### src/logic/ppr_regs.vh
`ifndef PPR_REGS_VH
`define PPR_REGS_VH

// ----------------------------------------
// register offsets
// ----------------------------------------
`define PPR_OFS_FIFO     4'h0
`define PPR_OFS_STATUS   4'h1
`define PPR_OFS_CTRL     4'h2
`define PPR_OFS_CFGA     4'h3
`define PPR_OFS_MODE     4'h4
`define PPR_OFS_IRQ_STAT 4'h5
`define PPR_OFS_IRQ_MASK 4'h6
`define PPR_OFS_COUNT    4'h7

// ----------------------------------------
// control register fields
// ----------------------------------------
`define PPR_CTRL_STROBE  0
`define PPR_CTRL_AUTOFD  1
`define PPR_CTRL_INIT    2
`define PPR_CTRL_DIR     5
`define PPR_CTRL_RESET   8'h04
`define PPR_PIN_IDLE     5'h1E

// ----------------------------------------
// mode register fields
// ----------------------------------------
`define PPR_MODE_HI      7
`define PPR_MODE_LO      5
`define PPR_MODE_SPP     3'h0
`define PPR_MODE_PS2     3'h1
`define PPR_MODE_FIFO    3'h2
`define PPR_MODE_ECP     3'h3
`define PPR_MODE_RESET   3'h0
`define PPR_MODE_EMPTY   0
`define PPR_MODE_FULL    1

// ----------------------------------------
// configuration A fields
// ----------------------------------------
`define PPR_CFGA_LEVEL   7
`define PPR_CFGA_XCVR    2
`define PPR_IMP_W16      3'h0
`define PPR_IMP_W8       3'h1
`define PPR_IMP_W32      3'h2

// ----------------------------------------
// interrupt bits
// ----------------------------------------
`define PPR_IRQ_EMPTY    0
`define PPR_IRQ_PE_FALL  1
`define PPR_IRQ_PE_RISE  2
`define PPR_IRQ_SNAP     3
`define PPR_IRQ_BITS     4

// ----------------------------------------
// timing
// ----------------------------------------
`define PPR_CLK_MHZ      200
`define PPR_SETUP_NS     10
`define PPR_SETUP_CYC    ((`PPR_SETUP_NS * `PPR_CLK_MHZ + 999) / 1000)

`endif

### src/logic/ppr_fifo.v
`timescale 1ns/1ps
module ppr_fifo #(
    parameter W     = 16,
    parameter DEPTH = 16,
    parameter AW    = 4
) (
    // clock and reset
    input  wire          clk,
    input  wire          rstn,
    input  wire          clr,
    // fill side
    input  wire          wr_valid,
    input  wire [W-1:0]  wr_data,
    output wire          wr_ready,
    // drain side
    output wire [W-1:0]  head,
    input  wire          pop,
    output wire          empty,
    output wire          full,
    output wire [AW:0]   count
);
    reg [W-1:0] mem [0:DEPTH-1];
    reg [AW-1:0] wp;
    reg [AW-1:0] rp;
    reg [AW:0]   cnt;
    wire         do_wr = wr_valid && !full;
    wire         do_rd = pop && !empty;

    assign empty    = (cnt == {(AW+1){1'b0}});
    assign full     = (cnt == DEPTH[AW:0]);
    assign wr_ready = !full;
    assign head     = mem[rp];
    assign count    = cnt;

    always @(posedge clk) begin
        if (do_wr) begin
            mem[wp] <= wr_data;
        end
    end

    // depth need not be a power of two, so pointers wrap by compare
    always @(posedge clk or negedge rstn) begin
        if (!rstn) begin
            wp  <= {AW{1'b0}};
            rp  <= {AW{1'b0}};
            cnt <= {(AW+1){1'b0}};
        end else if (clr) begin
            wp  <= {AW{1'b0}};
            rp  <= {AW{1'b0}};
            cnt <= {(AW+1){1'b0}};
        end else begin
            if (do_wr) begin
                wp <= (wp == DEPTH[AW-1:0] - 1'b1) ? {AW{1'b0}} : wp + 1'b1;
            end
            if (do_rd) begin
                rp <= (rp == DEPTH[AW-1:0] - 1'b1) ? {AW{1'b0}} : rp + 1'b1;
            end
            if (do_wr && !do_rd) begin
                cnt <= cnt + 1'b1;
            end else if (do_rd && !do_wr) begin
                cnt <= cnt - 1'b1;
            end
        end
    end
endmodule

### src/logic/ppr_fwd.v
`timescale 1ns/1ps
`include "ppr_regs.vh"
module ppr_fwd #(
    parameter PW        = 2,
    parameter XCVR_IND  = 0,
    parameter SETUP_CYC = 2
) (
    // clock and reset
    input  wire          clk,
    input  wire          rstn,
    input  wire          clr,
    // control
    input  wire          run,
    input  wire          halt,
    // fifo head
    input  wire [PW*8-1:0] head,
    input  wire          empty,
    output reg           pop,
    // link
    input  wire          busy,
    output reg           strobe,
    output reg  [7:0]    byte_out,
    // head word progress
    output reg  [2:0]    taken
);
    localparam S_IDLE  = 2'h0;
    localparam S_SETUP = 2'h1;
    localparam S_STRB  = 2'h2;
    localparam S_REL   = 2'h3;

    reg [1:0] state;
    reg [3:0] cnt;
    wire [2:0] taken_inc = taken + 3'h1;
    wire       last      = (taken_inc == PW[2:0]);

    always @(posedge clk or negedge rstn) begin
        if (!rstn) begin
            state    <= S_IDLE;
            cnt      <= 4'h0;
            pop      <= 1'b0;
            strobe   <= 1'b0;
            byte_out <= 8'h00;
            taken    <= 3'h0;
        end else if (clr) begin
            state  <= S_IDLE;
            pop    <= 1'b0;
            strobe <= 1'b0;
            taken  <= 3'h0;
        end else begin
            pop <= 1'b0;
            // freeze on override: nothing advances while software holds the strobe
            if (!halt) begin
                case (state)
                    S_IDLE: begin
                        if (run && !empty && !pop) begin
                            byte_out <= head[taken*8 +: 8];
                            cnt      <= SETUP_CYC[3:0];
                            state    <= S_SETUP;
                            // byte leaves the fifo into the transceiver
                            if (XCVR_IND == 0) begin
                                taken <= last ? 3'h0 : taken_inc;
                                pop   <= last;
                            end
                        end
                    end
                    S_SETUP: begin
                        if (cnt <= 4'h1) begin
                            strobe <= 1'b1;
                            state  <= S_STRB;
                        end else begin
                            cnt <= cnt - 4'h1;
                        end
                    end
                    S_STRB: begin
                        if (busy) begin
                            strobe <= 1'b0;
                            state  <= S_REL;
                        end
                    end
                    S_REL: begin
                        if (!busy) begin
                            state <= S_IDLE;
                            // byte counted in the fifo until accepted
                            if (XCVR_IND != 0) begin
                                taken <= last ? 3'h0 : taken_inc;
                                pop   <= last;
                            end
                        end
                    end
                    default: begin
                        state <= S_IDLE;
                    end
                endcase
            end
        end
    end
endmodule

### src/logic/ppr_top.v
`timescale 1ns/1ps
`include "ppr_regs.vh"
module ppr_top #(
    parameter PW       = 2,
    parameter DEPTH    = 16,
    parameter AW       = 4,
    parameter XCVR_IND = 0
) (
    // clock and reset
    input  wire          clk,
    input  wire          rstn,
    // register port
    input  wire [3:0]    addr,
    input  wire [31:0]   wdata,
    input  wire          wr,
    input  wire          rd,
    output reg  [31:0]   rdata,
    // interrupt
    output reg           irq,
    // link outputs
    output reg  [7:0]    data_out,
    output reg           data_oe_n,
    output reg           strobe_n,
    output reg           autofd_n,
    output reg           init_n,
    // link inputs
    input  wire [7:0]    data_in,
    input  wire          busy,
    input  wire          pe,
    input  wire          ack_n,
    input  wire          fault_n,
    input  wire          select
);
    // ----------------------------------------
    // input synchronisers
    // ----------------------------------------
    reg  [4:0] sync1;
    reg  [4:0] sync2;
    reg  [7:0] din1;
    reg  [7:0] din2;
    reg        pe_d;
    wire       busy_s  = sync2[0];
    wire       pe_s    = sync2[1];
    wire       ack_s   = sync2[2];
    wire       fault_s = sync2[3];
    wire       sel_s   = sync2[4];

    always @(posedge clk or negedge rstn) begin
        if (!rstn) begin
            // pins start at their idle levels so no false edge follows reset
            sync1 <= `PPR_PIN_IDLE;
            sync2 <= `PPR_PIN_IDLE;
            din1  <= 8'h00;
            din2  <= 8'h00;
            pe_d  <= 1'b1;
        end else begin
            sync1 <= {select, fault_n, ack_n, pe, busy};
            sync2 <= sync1;
            din1  <= data_in;
            din2  <= din1;
            pe_d  <= pe_s;
        end
    end

    // ----------------------------------------
    // registers
    // ----------------------------------------
    reg  [7:0] ctrl;
    reg  [2:0] mode;
    reg  [1:0] partial;
    reg  [`PPR_IRQ_BITS-1:0] irq_stat;
    reg  [`PPR_IRQ_BITS-1:0] irq_mask;
    reg        empty_d;
    wire [2:0] taken;
    wire       f_empty;
    wire       f_full;
    wire [AW:0] f_count;
    wire [PW*8-1:0] f_head;
    wire       f_pop;
    wire       hw_strobe;
    wire [7:0] hw_byte;

    function [2:0] imp_id;
        input integer w;
        begin
            if (w == 1) begin
                imp_id = `PPR_IMP_W8;
            end else if (w == 4) begin
                imp_id = `PPR_IMP_W32;
            end else begin
                imp_id = `PPR_IMP_W16;
            end
        end
    endfunction

    // bytes still owed in the head word
    function [1:0] enc_partial;
        input [2:0] t;
        input integer w;
        reg   [2:0] left;
        begin
            left = w[2:0] - t;
            enc_partial = (t == 3'h0) ? 2'h0 : left[1:0];
        end
    endfunction

    // modes 000 and 001 hold the fifo and engine in reset
    function clears_fifo;
        input [2:0] m;
        begin
            clears_fifo = (m == `PPR_MODE_SPP) || (m == `PPR_MODE_PS2);
        end
    endfunction

    wire       wr_fifo   = wr && (addr == `PPR_OFS_FIFO);
    wire       wr_mode   = wr && (addr == `PPR_OFS_MODE);
    wire [2:0] new_mode  = wdata[`PPR_MODE_HI:`PPR_MODE_LO];
    wire       to_reset  = clears_fifo(new_mode);
    // snapshot on leaving forward mode for a fifo-reset mode
    wire       snap      = wr_mode && (mode == `PPR_MODE_ECP) && to_reset;
    // fifo held in reset in modes 000 and 001
    wire       fifo_clr  = clears_fifo(mode);
    wire       rd_irq    = rd && (addr == `PPR_OFS_IRQ_STAT);
    wire [`PPR_IRQ_BITS-1:0] ev;

    assign ev[`PPR_IRQ_EMPTY]   = f_empty && !empty_d;
    assign ev[`PPR_IRQ_PE_FALL] = pe_d && !pe_s;
    assign ev[`PPR_IRQ_PE_RISE] = !pe_d && pe_s;
    assign ev[`PPR_IRQ_SNAP]    = snap;

    always @(posedge clk or negedge rstn) begin
        if (!rstn) begin
            ctrl     <= `PPR_CTRL_RESET;
            mode     <= `PPR_MODE_RESET;
            partial  <= 2'h0;
            irq_stat <= {`PPR_IRQ_BITS{1'b0}};
            irq_mask <= {`PPR_IRQ_BITS{1'b0}};
            empty_d  <= 1'b1;
        end else begin
            empty_d <= f_empty;
            if (wr && (addr == `PPR_OFS_CTRL)) begin
                ctrl <= wdata[7:0];
            end
            if (wr_mode) begin
                mode <= new_mode;
            end
            // load partial state with the fifo reset
            if (snap) begin
                // single-byte words carry no partial state
                // held until the next exit from forward mode to a fifo-reset mode
                partial <= (PW == 1) ? 2'h0 : enc_partial(taken, PW);
            end
            if (wr && (addr == `PPR_OFS_IRQ_MASK)) begin
                irq_mask <= wdata[`PPR_IRQ_BITS-1:0];
            end
            // read clears, but a new event in the same cycle survives
            irq_stat <= (rd_irq ? {`PPR_IRQ_BITS{1'b0}} : irq_stat) | ev;
        end
    end

    // ----------------------------------------
    // fifo and forward engine
    // ----------------------------------------
    ppr_fifo #(
        .W     (PW*8),
        .DEPTH (DEPTH),
        .AW    (AW)
    ) u_fifo (
        .clk      (clk),
        .rstn     (rstn),
        .clr      (fifo_clr),
        .wr_valid (wr_fifo),
        .wr_data  (wdata[PW*8-1:0]),
        .wr_ready (),
        .head     (f_head),
        .pop      (f_pop),
        .empty    (f_empty),
        .full     (f_full),
        .count    (f_count)
    );

    ppr_fwd #(
        .PW        (PW),
        .XCVR_IND  (XCVR_IND),
        .SETUP_CYC (`PPR_SETUP_CYC)
    ) u_fwd (
        .clk      (clk),
        .rstn     (rstn),
        .clr      (fifo_clr),
        .run      (mode == `PPR_MODE_ECP),
        .halt     (ctrl[`PPR_CTRL_STROBE]),
        .head     (f_head),
        .empty    (f_empty),
        .pop      (f_pop),
        .busy     (busy_s),
        .strobe   (hw_strobe),
        .byte_out (hw_byte),
        .taken    (taken)
    );

    // ----------------------------------------
    // link pins
    // ----------------------------------------
    // direction only takes effect outside the two standard modes
    wire tri_req = ctrl[`PPR_CTRL_DIR] && (mode != `PPR_MODE_SPP) && (mode != `PPR_MODE_FIFO);

    always @(posedge clk or negedge rstn) begin
        if (!rstn) begin
            data_out  <= 8'h00;
            data_oe_n <= 1'b0;
            strobe_n  <= 1'b1;
            autofd_n  <= 1'b1;
            init_n    <= 1'b1;
            irq       <= 1'b0;
        end else begin
            data_out  <= hw_byte;
            // direction bit releases the data bus
            data_oe_n <= tri_req;
            // control bits override the handshake engine
            strobe_n  <= !(hw_strobe || ctrl[`PPR_CTRL_STROBE]);
            autofd_n  <= !ctrl[`PPR_CTRL_AUTOFD];
            // released by setting its bit, unlike strobe and autofd, to end recovery
            init_n    <= ctrl[`PPR_CTRL_INIT];
            irq       <= |(irq_stat & irq_mask);
        end
    end

    // ----------------------------------------
    // read path
    // ----------------------------------------
    reg [31:0] next_rdata;

    always @* begin
        next_rdata = 32'h0000_0000;
        case (addr)
            `PPR_OFS_STATUS: begin
                // busy visible for the drain check
                next_rdata[7:3] = {busy_s, ack_s, pe_s, sel_s, fault_s};
            end
            `PPR_OFS_CTRL: begin
                next_rdata[5:0] = ctrl[5:0];
            end
            `PPR_OFS_CFGA: begin
                next_rdata[`PPR_CFGA_LEVEL] = 1'b1;
                next_rdata[6:4] = imp_id(PW);
                next_rdata[`PPR_CFGA_XCVR] = (XCVR_IND != 0);
                next_rdata[1:0] = partial;
            end
            `PPR_OFS_MODE: begin
                next_rdata[`PPR_MODE_HI:`PPR_MODE_LO] = mode;
                // full flag for the fill count
                next_rdata[`PPR_MODE_FULL]  = f_full;
                next_rdata[`PPR_MODE_EMPTY] = f_empty;
            end
            `PPR_OFS_IRQ_STAT: begin
                next_rdata[`PPR_IRQ_BITS-1:0] = irq_stat;
            end
            `PPR_OFS_IRQ_MASK: begin
                next_rdata[`PPR_IRQ_BITS-1:0] = irq_mask;
            end
            `PPR_OFS_COUNT: begin
                next_rdata[AW:0] = f_count;
                next_rdata[15:8] = din2;
            end
            default: begin
                next_rdata = 32'h0000_0000;
            end
        endcase
    end

    // read data stands one cycle after the strobe and is zero otherwise
    always @(posedge clk or negedge rstn) begin
        if (!rstn) begin
            rdata <= 32'h0000_0000;
        end else begin
            rdata <= rd ? next_rdata : 32'h0000_0000;
        end
    end
endmodule

### config.mk
export PLATFORM = sky130hd
export DESIGN_NAME = ppr_top
export DESIGN_NICKNAME = d
export VERILOG_FILES = /design/src/logic/ppr_fifo.v /design/src/logic/ppr_fwd.v /design/src/logic/ppr_top.v
export VERILOG_INCLUDE_DIRS = /design/src /design/src/logic
export SDC_FILE = /design/constraint.sdc
export NUM_CORES = 1
export LEC_CHECK = 0
export BUFFER_PORTS_ARGS = -buffer_cell sky130_fd_sc_hd__buf_4
export CORE_ASPECT_RATIO = 1.2
export CORE_MARGIN = 1
export CORE_UTILIZATION = 54
export CTS_CLUSTER_SIZE = 8
export DETAILED_ROUTE_END_ITERATION = 8
export PLACE_DENSITY = 0.75
export SYNTH_ARGS = -nofsm -noshare
export SYNTH_HDL_FRONTEND = slang
export SYNTH_SLANG_ARGS = --single-unit
### constraint.sdc
create_clock -name clk -period 3 [get_ports clk]
set_input_delay 0.6 -clock clk [delete_from_list [all_inputs] [get_ports clk]]
set_output_delay 0.6 -clock clk [all_outputs]
set_load 0.005 [all_outputs]
==> impl_metrics.toml, run 1 <==
[status]
status = "finished, final reports clean"

[hold_path]
timing.hold.worst.class = "in2async"

[logic_synthesis]
syn-instance-count = 865
number_of_synthesized_flops_with_an_enable_pin = 256
synth_top_cells_by_area = "sky130_fd_sc_hd__edfxtp_1 53%, sky130_fd_sc_hd__dfrtp_1 16%, sky130_fd_sc_hd__mux4_2 6.5%"
synthFlopType = "sky130_fd_sc_hd__edfxtp_1"
synthDominantAreaCellType = "sky130_fd_sc_hd__edfxtp_1"
asyncSetResetFlopFracSynth_pct = 29.7
yosysTopAreaCellShare_pct = 52.9
mappedNetlistArea_um2 = 14500
synthDistinctLibCells = 67
synth-seq-area-share_pct = 71.6
yosys_warnings = 0
postSynthAreaPerCell_um2 = 16.8
yosys_register_bits = 364

[critical_path]
crit_family = "simple AND/OR/NAND/NOR gates"
cp_common_cell = "sky130_fd_sc_hd__a21o_1"
endpoint = "u_fifo.count[4]$_DFFE_PN0P_"
setup.worst_path.end_class = "register"
critical_path.reg2reg.startpoint = "u_fifo.count[3]$_DFFE_PN0P_"
ff2ff_setup_slack_ns = 0.27
arrival_ns = 3.15
timing.critical_path.slowest_cell_delay_ns = 0.58
critical_path_cell_list = "or4_4 > o21ai_1 > nand2_1 > fa_1 > a21o_1 > a21o_1 > nor3_1 > o21ai_0 > nor3b_2"
worst_setup_path_startpoint = "u_fifo.count[3]$_DFFE_PN0P_"
cell_with_the_largest_stage_delay_on_the_worst_path = "sky130_fd_sc_hd__or4_4"
crit_type = "reg2reg"
path_max_fanout = 6
terminus_of_the_critical_flop_to_flop_path = "u_fifo.count[4]$_DFFE_PN0P_"
path_depth = 9
cp.buffers_inverters = 0
worstPathRequired_ns = 3.42
timing.reg2reg.worst_path_depth = 9
critPathLaunchType = "register"

[die]
floorplan.io_pins = 98
dieWidth_um = 152
initial_utilization_pct = 55.2
floorplan.die.height_um = 182
placeableCoreArea_um2 = 26400
area_of_the_die_um2 = 27600
core.rowCount = 65

[placement]
post-place-cells = 1270
globalplace.congestion = 0.811
placement.io_buffers = 65
place_hpwl_um = 18800

[cts]
post_cts_hold_buffer_count = 0
cts.clk_slew.worst_paths_ns = 0.05
cts_tree = "done"
clock_tree_sinks = 364
clkLatencyLatePin_ns = 0.55
cts_root_buffer = "sky130_fd_sc_hd__clkbuf_16"
cts-root-to-sink-buffers = 3
post-cts-setup-buffer-count = 0
htreeDepth = 2
cts_inserted_buffers = 51

[timing]
worst_pin_slew_ns = 0.995
report.final.setup_viol = 0
post-route-period-util_pct = 90.8
max_slew_margin_pct = 33.6
clock-skew-final_ns = 0.0169
rsz0062_at_grt = "false"
timing.final.crit_period_ns = 2.73
final-hold-violation-count = 0
slew_viol_final = 0
clock.fmax_mhz = 367
finalSetupTns_ns = 0

[layout]
antenna_cells_inserted = 0
layout.nets = 1060
final-instance-count-excl-fill = 1354
layout-area-overhead-vs-synth_pct = 17.3
drive_above_1_share_pct = 25.0

[pwr]
total_switching_power_mw = 2.50
max-vdd-ir-drop_mv = 0.479
cellInternalPower_mw = 9.18
power.switching_fraction_pct = 21.4
power.clock.fraction_pct = 44.4
p_total_mw = 11.7
power-per-cell-area_nw_per_um2 = 685
power.static_leakage_nw = 6.17
power.share.combinational_pct = 6.4
seq_power_share_pct = 49.2

[route]
detailroute.via_count = 8099
wire_per_inst_um = 22.7
via_per_inst = 5.98
wirelength_met1_um = 12000
postRouteWirelength_um = 30700
detailroute.wirelength.met2_um = 15800
antenna_left = 0
routed-wl-met3_um = 1950
drc_errors = 0
iter_0_drt_violations = 696
detailedRoute.firstPassIterationCount = 5
topRoutingLayerUsed = "met4"

[flow_run]
max_cap_violations = 0

[global_routing]
grt_pass1_vias = 8308
grt_first_pass_wirelength_um = 47600
grt_antenna_before_repair = 0
grt_overflow = 0
grt_start_max_net_pins = 52
grt_use_total_pct = 23.5
[power by group through the flow]
stage / Clock [mW] / Combinational [mW] / Sequential (mW)
after floorplan: 0 / 0.414 / 5.80
after global placement: 0 / 0.720 / 5.82
after detailed placement: 0 / 0.745 / 5.83
after CTS: 5.25 / 0.753 / 5.74
after global routing: 5.48 / 0.832 / 5.76
final: 5.19 / 0.749 / 5.74
[layout make-up]
type                       instances  area, um^2
clock inverter                     3        58.8
fill                            1810        9300
clock buffer                      81        1390
inverter                          14        52.6
sequential                       364       10400
multi-input combinational        442        3820
tap                              335         419
timing repair buffer             115         901
[layer usage]
metal | global-route usage (%) | vias up
li1 | - | 3587
met1 | 30.9 | 4106
met2 | 39.7 | 344
met3 | 3.82 | 62
met4 | 8.12 | 0
met5 | 0 | -
[placed cells by master, fill, tap and decap left out, drive strengths merged, types with 3 or more instances in the layout]
cell type  instances
nor2              25
inv               15
o21a               3
dfstp             14
xor2               3
edfxtp           256
o41ai              7
nand3             11
a22oi              3
a211oi            10
mux4              42
a311oi             3
ha                18
mux2              19
o2111ai            3
mux2i             46
a2111oi            7
a21oi             31
a32o               9
nand3b             9
o221ai            16
nor3b              3
and2              13
dfrtp             94
o21ai             22
buf              115
nor2b             26
and3              13
conb              16
nand2             38
clkbuf            81
nor3              13
nand2b             5
[synth_stat cells, types with 3 or more instances]
cell type	n
sky130_fd_sc_hd__o21ai_0	20
sky130_fd_sc_hd__o221ai_1	16
sky130_fd_sc_hd__a2111oi_0	7
sky130_fd_sc_hd__and3_1	13
sky130_fd_sc_hd__and2_1	13
sky130_fd_sc_hd__a311oi_1	3
sky130_fd_sc_hd__ha_1	18
sky130_fd_sc_hd__nand2b_1	5
sky130_fd_sc_hd__a32o_1	9
sky130_fd_sc_hd__edfxtp_1	256
sky130_fd_sc_hd__inv_1	13
sky130_fd_sc_hd__o41ai_1	7
sky130_fd_sc_hd__xor2_1	3
sky130_fd_sc_hd__dfstp_2	14
sky130_fd_sc_hd__mux4_2	42
sky130_fd_sc_hd__nor2_1	25
sky130_fd_sc_hd__nand3_1	11
sky130_fd_sc_hd__nand3b_1	9
sky130_fd_sc_hd__clkbuf_1	27
sky130_fd_sc_hd__a21oi_1	31
sky130_fd_sc_hd__o21a_1	3
sky130_fd_sc_hd__a22oi_1	3
sky130_fd_sc_hd__a211oi_1	10
sky130_fd_sc_hd__dfrtp_1	94
sky130_fd_sc_hd__buf_4	18
sky130_fd_sc_hd__nand2_1	38
sky130_fd_sc_hd__mux2_2	19
sky130_fd_sc_hd__nor3_1	12
sky130_fd_sc_hd__nor2b_1	26
sky130_fd_sc_hd__buf_2	11
sky130_fd_sc_hd__mux2i_1	46
[state kept, by name (all words and copies together) (netlist names), 6 cells and up]
| signal | flops |
|---|---|
| u_fifo.mem | 256 |
| u_fwd.byte_out | 8 |
| ctrl | 6 |
| data_out | 8 |
| din2 | 8 |
| din1 | 8 |
| rdata | 16 |
[what timing repair did]
action / 4_1_cts / 5_1_grt
resized for setup: 0 / 1
endpoints found under the setup margin: 0 / 1
endpoints found under the hold margin: 0 / 0
[how the worst min path moves through the flow]
stage,start,cells past startpoint,endpoint
floorplan,rstn,0,ctrl[0]$_DFFE_PN0P_
global placement,din1[0]$_DFF_PN0_,0,din2[0]$_DFF_PN0_
detailed placement,din1[7]$_DFF_PN0_,0,din2[7]$_DFF_PN0_
CTS,rstn,1,din1[2]$_DFF_PN0_
global route,rstn,1,din1[7]$_DFF_PN0_
finish,rstn,1,din1[7]$_DFF_PN0_
[through the flow]
| stage | hold WS (ns) | worst slack, ns | instance area (um^2) | util (%) |
|---|---|---|---|---|
| floorplan | 0.304 | 0.138 | 14600 | - |
| global placement | 0.331 | 0.240 | 15600 | 59.2 |
| detailed placement | 0.335 | 0.193 | 15600 | 59.2 |
| CTS | 0.118 | 0.179 | 17100 | 64.7 |
| global route | 0.137 | 0.0672 | 17100 | 64.7 |
| finish | 0.106 | 0.275 | 17100 | 64.7 |
[kinds of logic after synthesis]
family                     Yosys count  synth area share, %
xor gates and xnor gates             5                0.353
and+or+nand+nor                    165                 6.09
other                                1               0.0258
DFF                                364                 71.6
adders and majority gates           19                 1.69
muxes                              107                 11.1
AOI/OAI and AO/OA                  130                 6.53
buffers and inverters               74                 2.57
(Power assumes the default switching activity.)
==> run 2, diff against run 1 <==
Settings changed: SYNTH_HIERARCHICAL set to 1.
==> run 2 against run 1 <==
  * The run now ends with design-rule violations left
  * Worst setup slack gained 0.086 ns
  * Via count fell by 5.4%
  * Final area is 1.8% higher
  * Sequential power up 3%
  * Critical path type unchanged
==> impl_metrics.toml, run 2 <==
[logic_synthesis]
synth_top_cells_by_area = "sky130_fd_sc_hd__edfxtp_1 52%, sky130_fd_sc_hd__dfrtp_1 16%, sky130_fd_sc_hd__mux4_2 12%"
yosys-top-cells-count = "256 x sky130_fd_sc_hd__edfxtp_1, 94 x sky130_fd_sc_hd__dfrtp_1, 77 x sky130_fd_sc_hd__mux4_2, 45 x sky130_fd_sc_hd__nor2_1, 24 x sky130_fd_sc_hd__mux2_2"
yosys_warnings = 6
synth-seq-area-share_pct = 70.8
yosys_register_bits = 364
yosysMostFrequentCell = "sky130_fd_sc_hd__edfxtp_1"
synthDistinctLibCells = 77
yosysTopAreaCellShare_pct = 52.3
number_of_synthesized_flops_with_an_enable_pin = 256
mappedNetlistArea_um2 = 14700
asyncSetResetFlopFracSynth_pct = 29.7
postSynthAreaPerCell_um2 = 18.7
syn-instance-count = 788
synthDominantAreaCellType = "sky130_fd_sc_hd__edfxtp_1"
synthFlopType = "sky130_fd_sc_hd__edfxtp_1"

[timing]
rsz0062_at_grt = "false"
clock.fmax_mhz = 379
worst_pin_slew_ns = 1.11
slew_viol_final = 0
post-route-period-util_pct = 88.0
clock-skew-final_ns = 0.0270
timing.final.crit_period_ns = 2.64
max_slew_margin_pct = 25.9
report.final.setup_viol = 0
final-hold-violation-count = 0

[pwr]
max-vdd-ir-drop_mv = 0.472
power-per-cell-area_nw_per_um2 = 703
power.static_leakage_nw = 6.25
p_total_mw = 12.2

[die]
floorplan.io_pins = 98
placeableCoreArea_um2 = 26500
area_of_the_die_um2 = 27900
dieWidth_um = 153
floorplan.die.height_um = 183
core.rowCount = 65
initial_utilization_pct = 55.5

[critical_path]
crit_family = "multiplexers"
setup.worst_path.end_class = "register"
cell_with_the_largest_stage_delay_on_the_worst_path = "sky130_fd_sc_hd__mux4_2"
critPathLaunchType = "register"
path_max_fanout = 43
timing.critical_path.slowest_cell_delay_ns = 0.57
arrival_ns = 3.08
terminus_of_the_critical_flop_to_flop_path = "u_fwd/byte_out[4]$_DFFE_PN0P_"
ff2ff_setup_slack_ns = 0.36
crit_type = "reg2reg"
timing.reg2reg.worst_path_depth = 6
cp_common_cell = "sky130_fd_sc_hd__mux4_2"
critical_path.reg2reg.startpoint = "u_fifo/rp[0]$_DFFE_PN0P_"
worstPathRequired_ns = 3.44
critical_path_cell_list = "buf_12 > mux4_2 > mux4_2 > mux2i_1 > nor2_1 > mux2_2"
cp.buffers_inverters = 1

[cts]
cts_tree = "done"
post_cts_hold_buffer_count = 0
postCtsResizedCells = 0
htreeDepth = 2
cts_root_buffer = "sky130_fd_sc_hd__clkbuf_16"
post-cts-setup-buffer-count = 0
clock_tree_sinks = 364
cts_inserted_buffers = 51
cts-root-to-sink-buffers = 3
clkLatencyLatePin_ns = 0.57
cts.clk_slew.worst_paths_ns = 0.05

[layout]
antenna_cells_inserted = 0
mostFrequentLayoutCells = "256 x sky130_fd_sc_hd__edfxtp_1, 92 x sky130_fd_sc_hd__dfrtp_1, 91 x sky130_fd_sc_hd__buf_4, 77 x sky130_fd_sc_hd__mux4_2, 51 x sky130_fd_sc_hd__clkbuf_16"
layout.nets = 983
layout-area-overhead-vs-synth_pct = 18.0
finalInstanceArea_um2 = 17400
registers.top_by_ff_count = "u_fifo/mem"
layout_top_registers = "u_fifo/mem: 256 flops, rdata: 16 flops"
mostFrequentLayoutCell = "sky130_fd_sc_hd__edfxtp_1"
drive_above_1_share_pct = 33.9
final-instance-count-excl-fill = 1268
largest_register_ff_count = 256

[status]
violations = "design-rule violations"
status = "finished, violations left"

[route]
wire_per_inst_um = 25.0
iter_0_drt_violations = 770
wirelength_met1_um = 11800
drc_errors = 7
routed-wl-met3_um = 2040
detailroute.wirelength.met2_um = 16900
detailedRoute.firstPassIterationCount = 9
topRoutingLayerUsed = "met4"
via_per_inst = 6.04
antenna_left = 0
detailroute.via_count = 7658
postRouteWirelength_um = 31700

[placement]
dpl-instance-area_um2 = 15900
place_hpwl_um = 17600
placement.io_buffers = 65
post-place-cells = 1194
globalplace.congestion = 0.812

[hold_path]
timing.hold.worst.class = "in2async"

[flow_run]
max_cap_violations = 0

[global_routing]
grt_first_pass_wirelength_um = 49000
grt_overflow = 0
grt_start_max_net_pins = 60
grt_pass1_vias = 8247
grt_antenna_before_repair = 1
grt_use_total_pct = 23.9
-- run 2: stage by stage --
step | hold WS (ns) | setup WS (ns) | utilization, % | setup TNS [ns]
finish | 0.0504 | 0.361 | 65.5 | 0
global route | 0.0933 | 0.0567 | 65.5 | 0
CTS | 0.0669 | 0.331 | 65.5 | 0
detailed placement | 0.336 | -0.0329 | 60.1 | -0.0329
global placement | 0.332 | -0.0111 | 60.1 | -0.0111
floorplan | 0.304 | 0.00998 | - | 0
-- run 2: worst max path at each step --
stage,slack (ns),end,depth (start not counted),start
6_report,0.36,u_fwd/byte_out[4]$_DFFE_PN0P_,6,u_fifo/rp[0]$_DFFE_PN0P_
5_1_grt,0.06,u_fifo/count[4]$_DFFE_PN0P_,7,u_fifo/count[1]$_DFFE_PN0P_
2_1_floorplan,0.01,u_fifo/mem[3][0]$_DFFE_PP_,6,addr[1]
4_1_cts,0.33,u_fwd/byte_out[4]$_DFFE_PN0P_,6,u_fifo/rp[0]$_DFFE_PN0P_
3_5_place_dp,-0.03,u_fifo/count[4]$_DFFE_PN0P_,11,addr[0]
3_3_place_gp,-0.01,u_fifo/count[4]$_DFFE_PN0P_,11,addr[0]
-- run 2: worst reg2reg max path, delay by kind of cell, from the launching register on --
| family | cells | cell delay, ns |
|---|---|---|
| flip-flops | 1 | 0.44 |
| multiplexers | 4 | 1.69 |
| buffers and inverters | 1 | 0.32 |
| AND/OR/NAND/NOR | 1 | 0.07 |
-- run 2: cells by family (layout without fill, tap and decap cells) --
kind of cell,count (synthesis),after routing,share of synthesized area [%]
adder cells (fa/ha/maj),18,18,1.58
flip-flops,364,364,70.8
buffers and inverters,68,198,2.89
multiplexers,128,128,15.8
AND/OR/NAND/NOR,132,132,4.99
AO/OA/AOI/OAI,70,70,3.50
other,1,16,0.0255
XOR/XNOR,7,7,0.417
-- run 2: final cells by class --
type	count	area (um^2)
clock inverter	4	80.1
clock buffer	70	1360
timing repair buffer	109	1040
tap	335	419
multi-input combinational	371	3990
fill	1742	9150
inverter	15	56.3
sequential	364	10400
-- run 2: power by group --
group / leakage [nW] / total, mW / internal (mW) / switching [mW]
Sequential: 3.65 / 5.90 / 5.67 / 0.226
Combinational: 1.92 / 1.17 / 0.559 / 0.611
Clock: 0.688 / 5.14 / 3.11 / 2.02
-- run 2: per-layer routing --
| metal | vias to the layer above | GRT usage (%) |
|---|---|---|
| met3 | 71 | 4.32 |
| met2 | 305 | 41.9 |
| met4 | 0 | 10.1 |
| li1 | 3304 | - |
| met5 | - | 0 |
| met1 | 3978 | 29.3 |
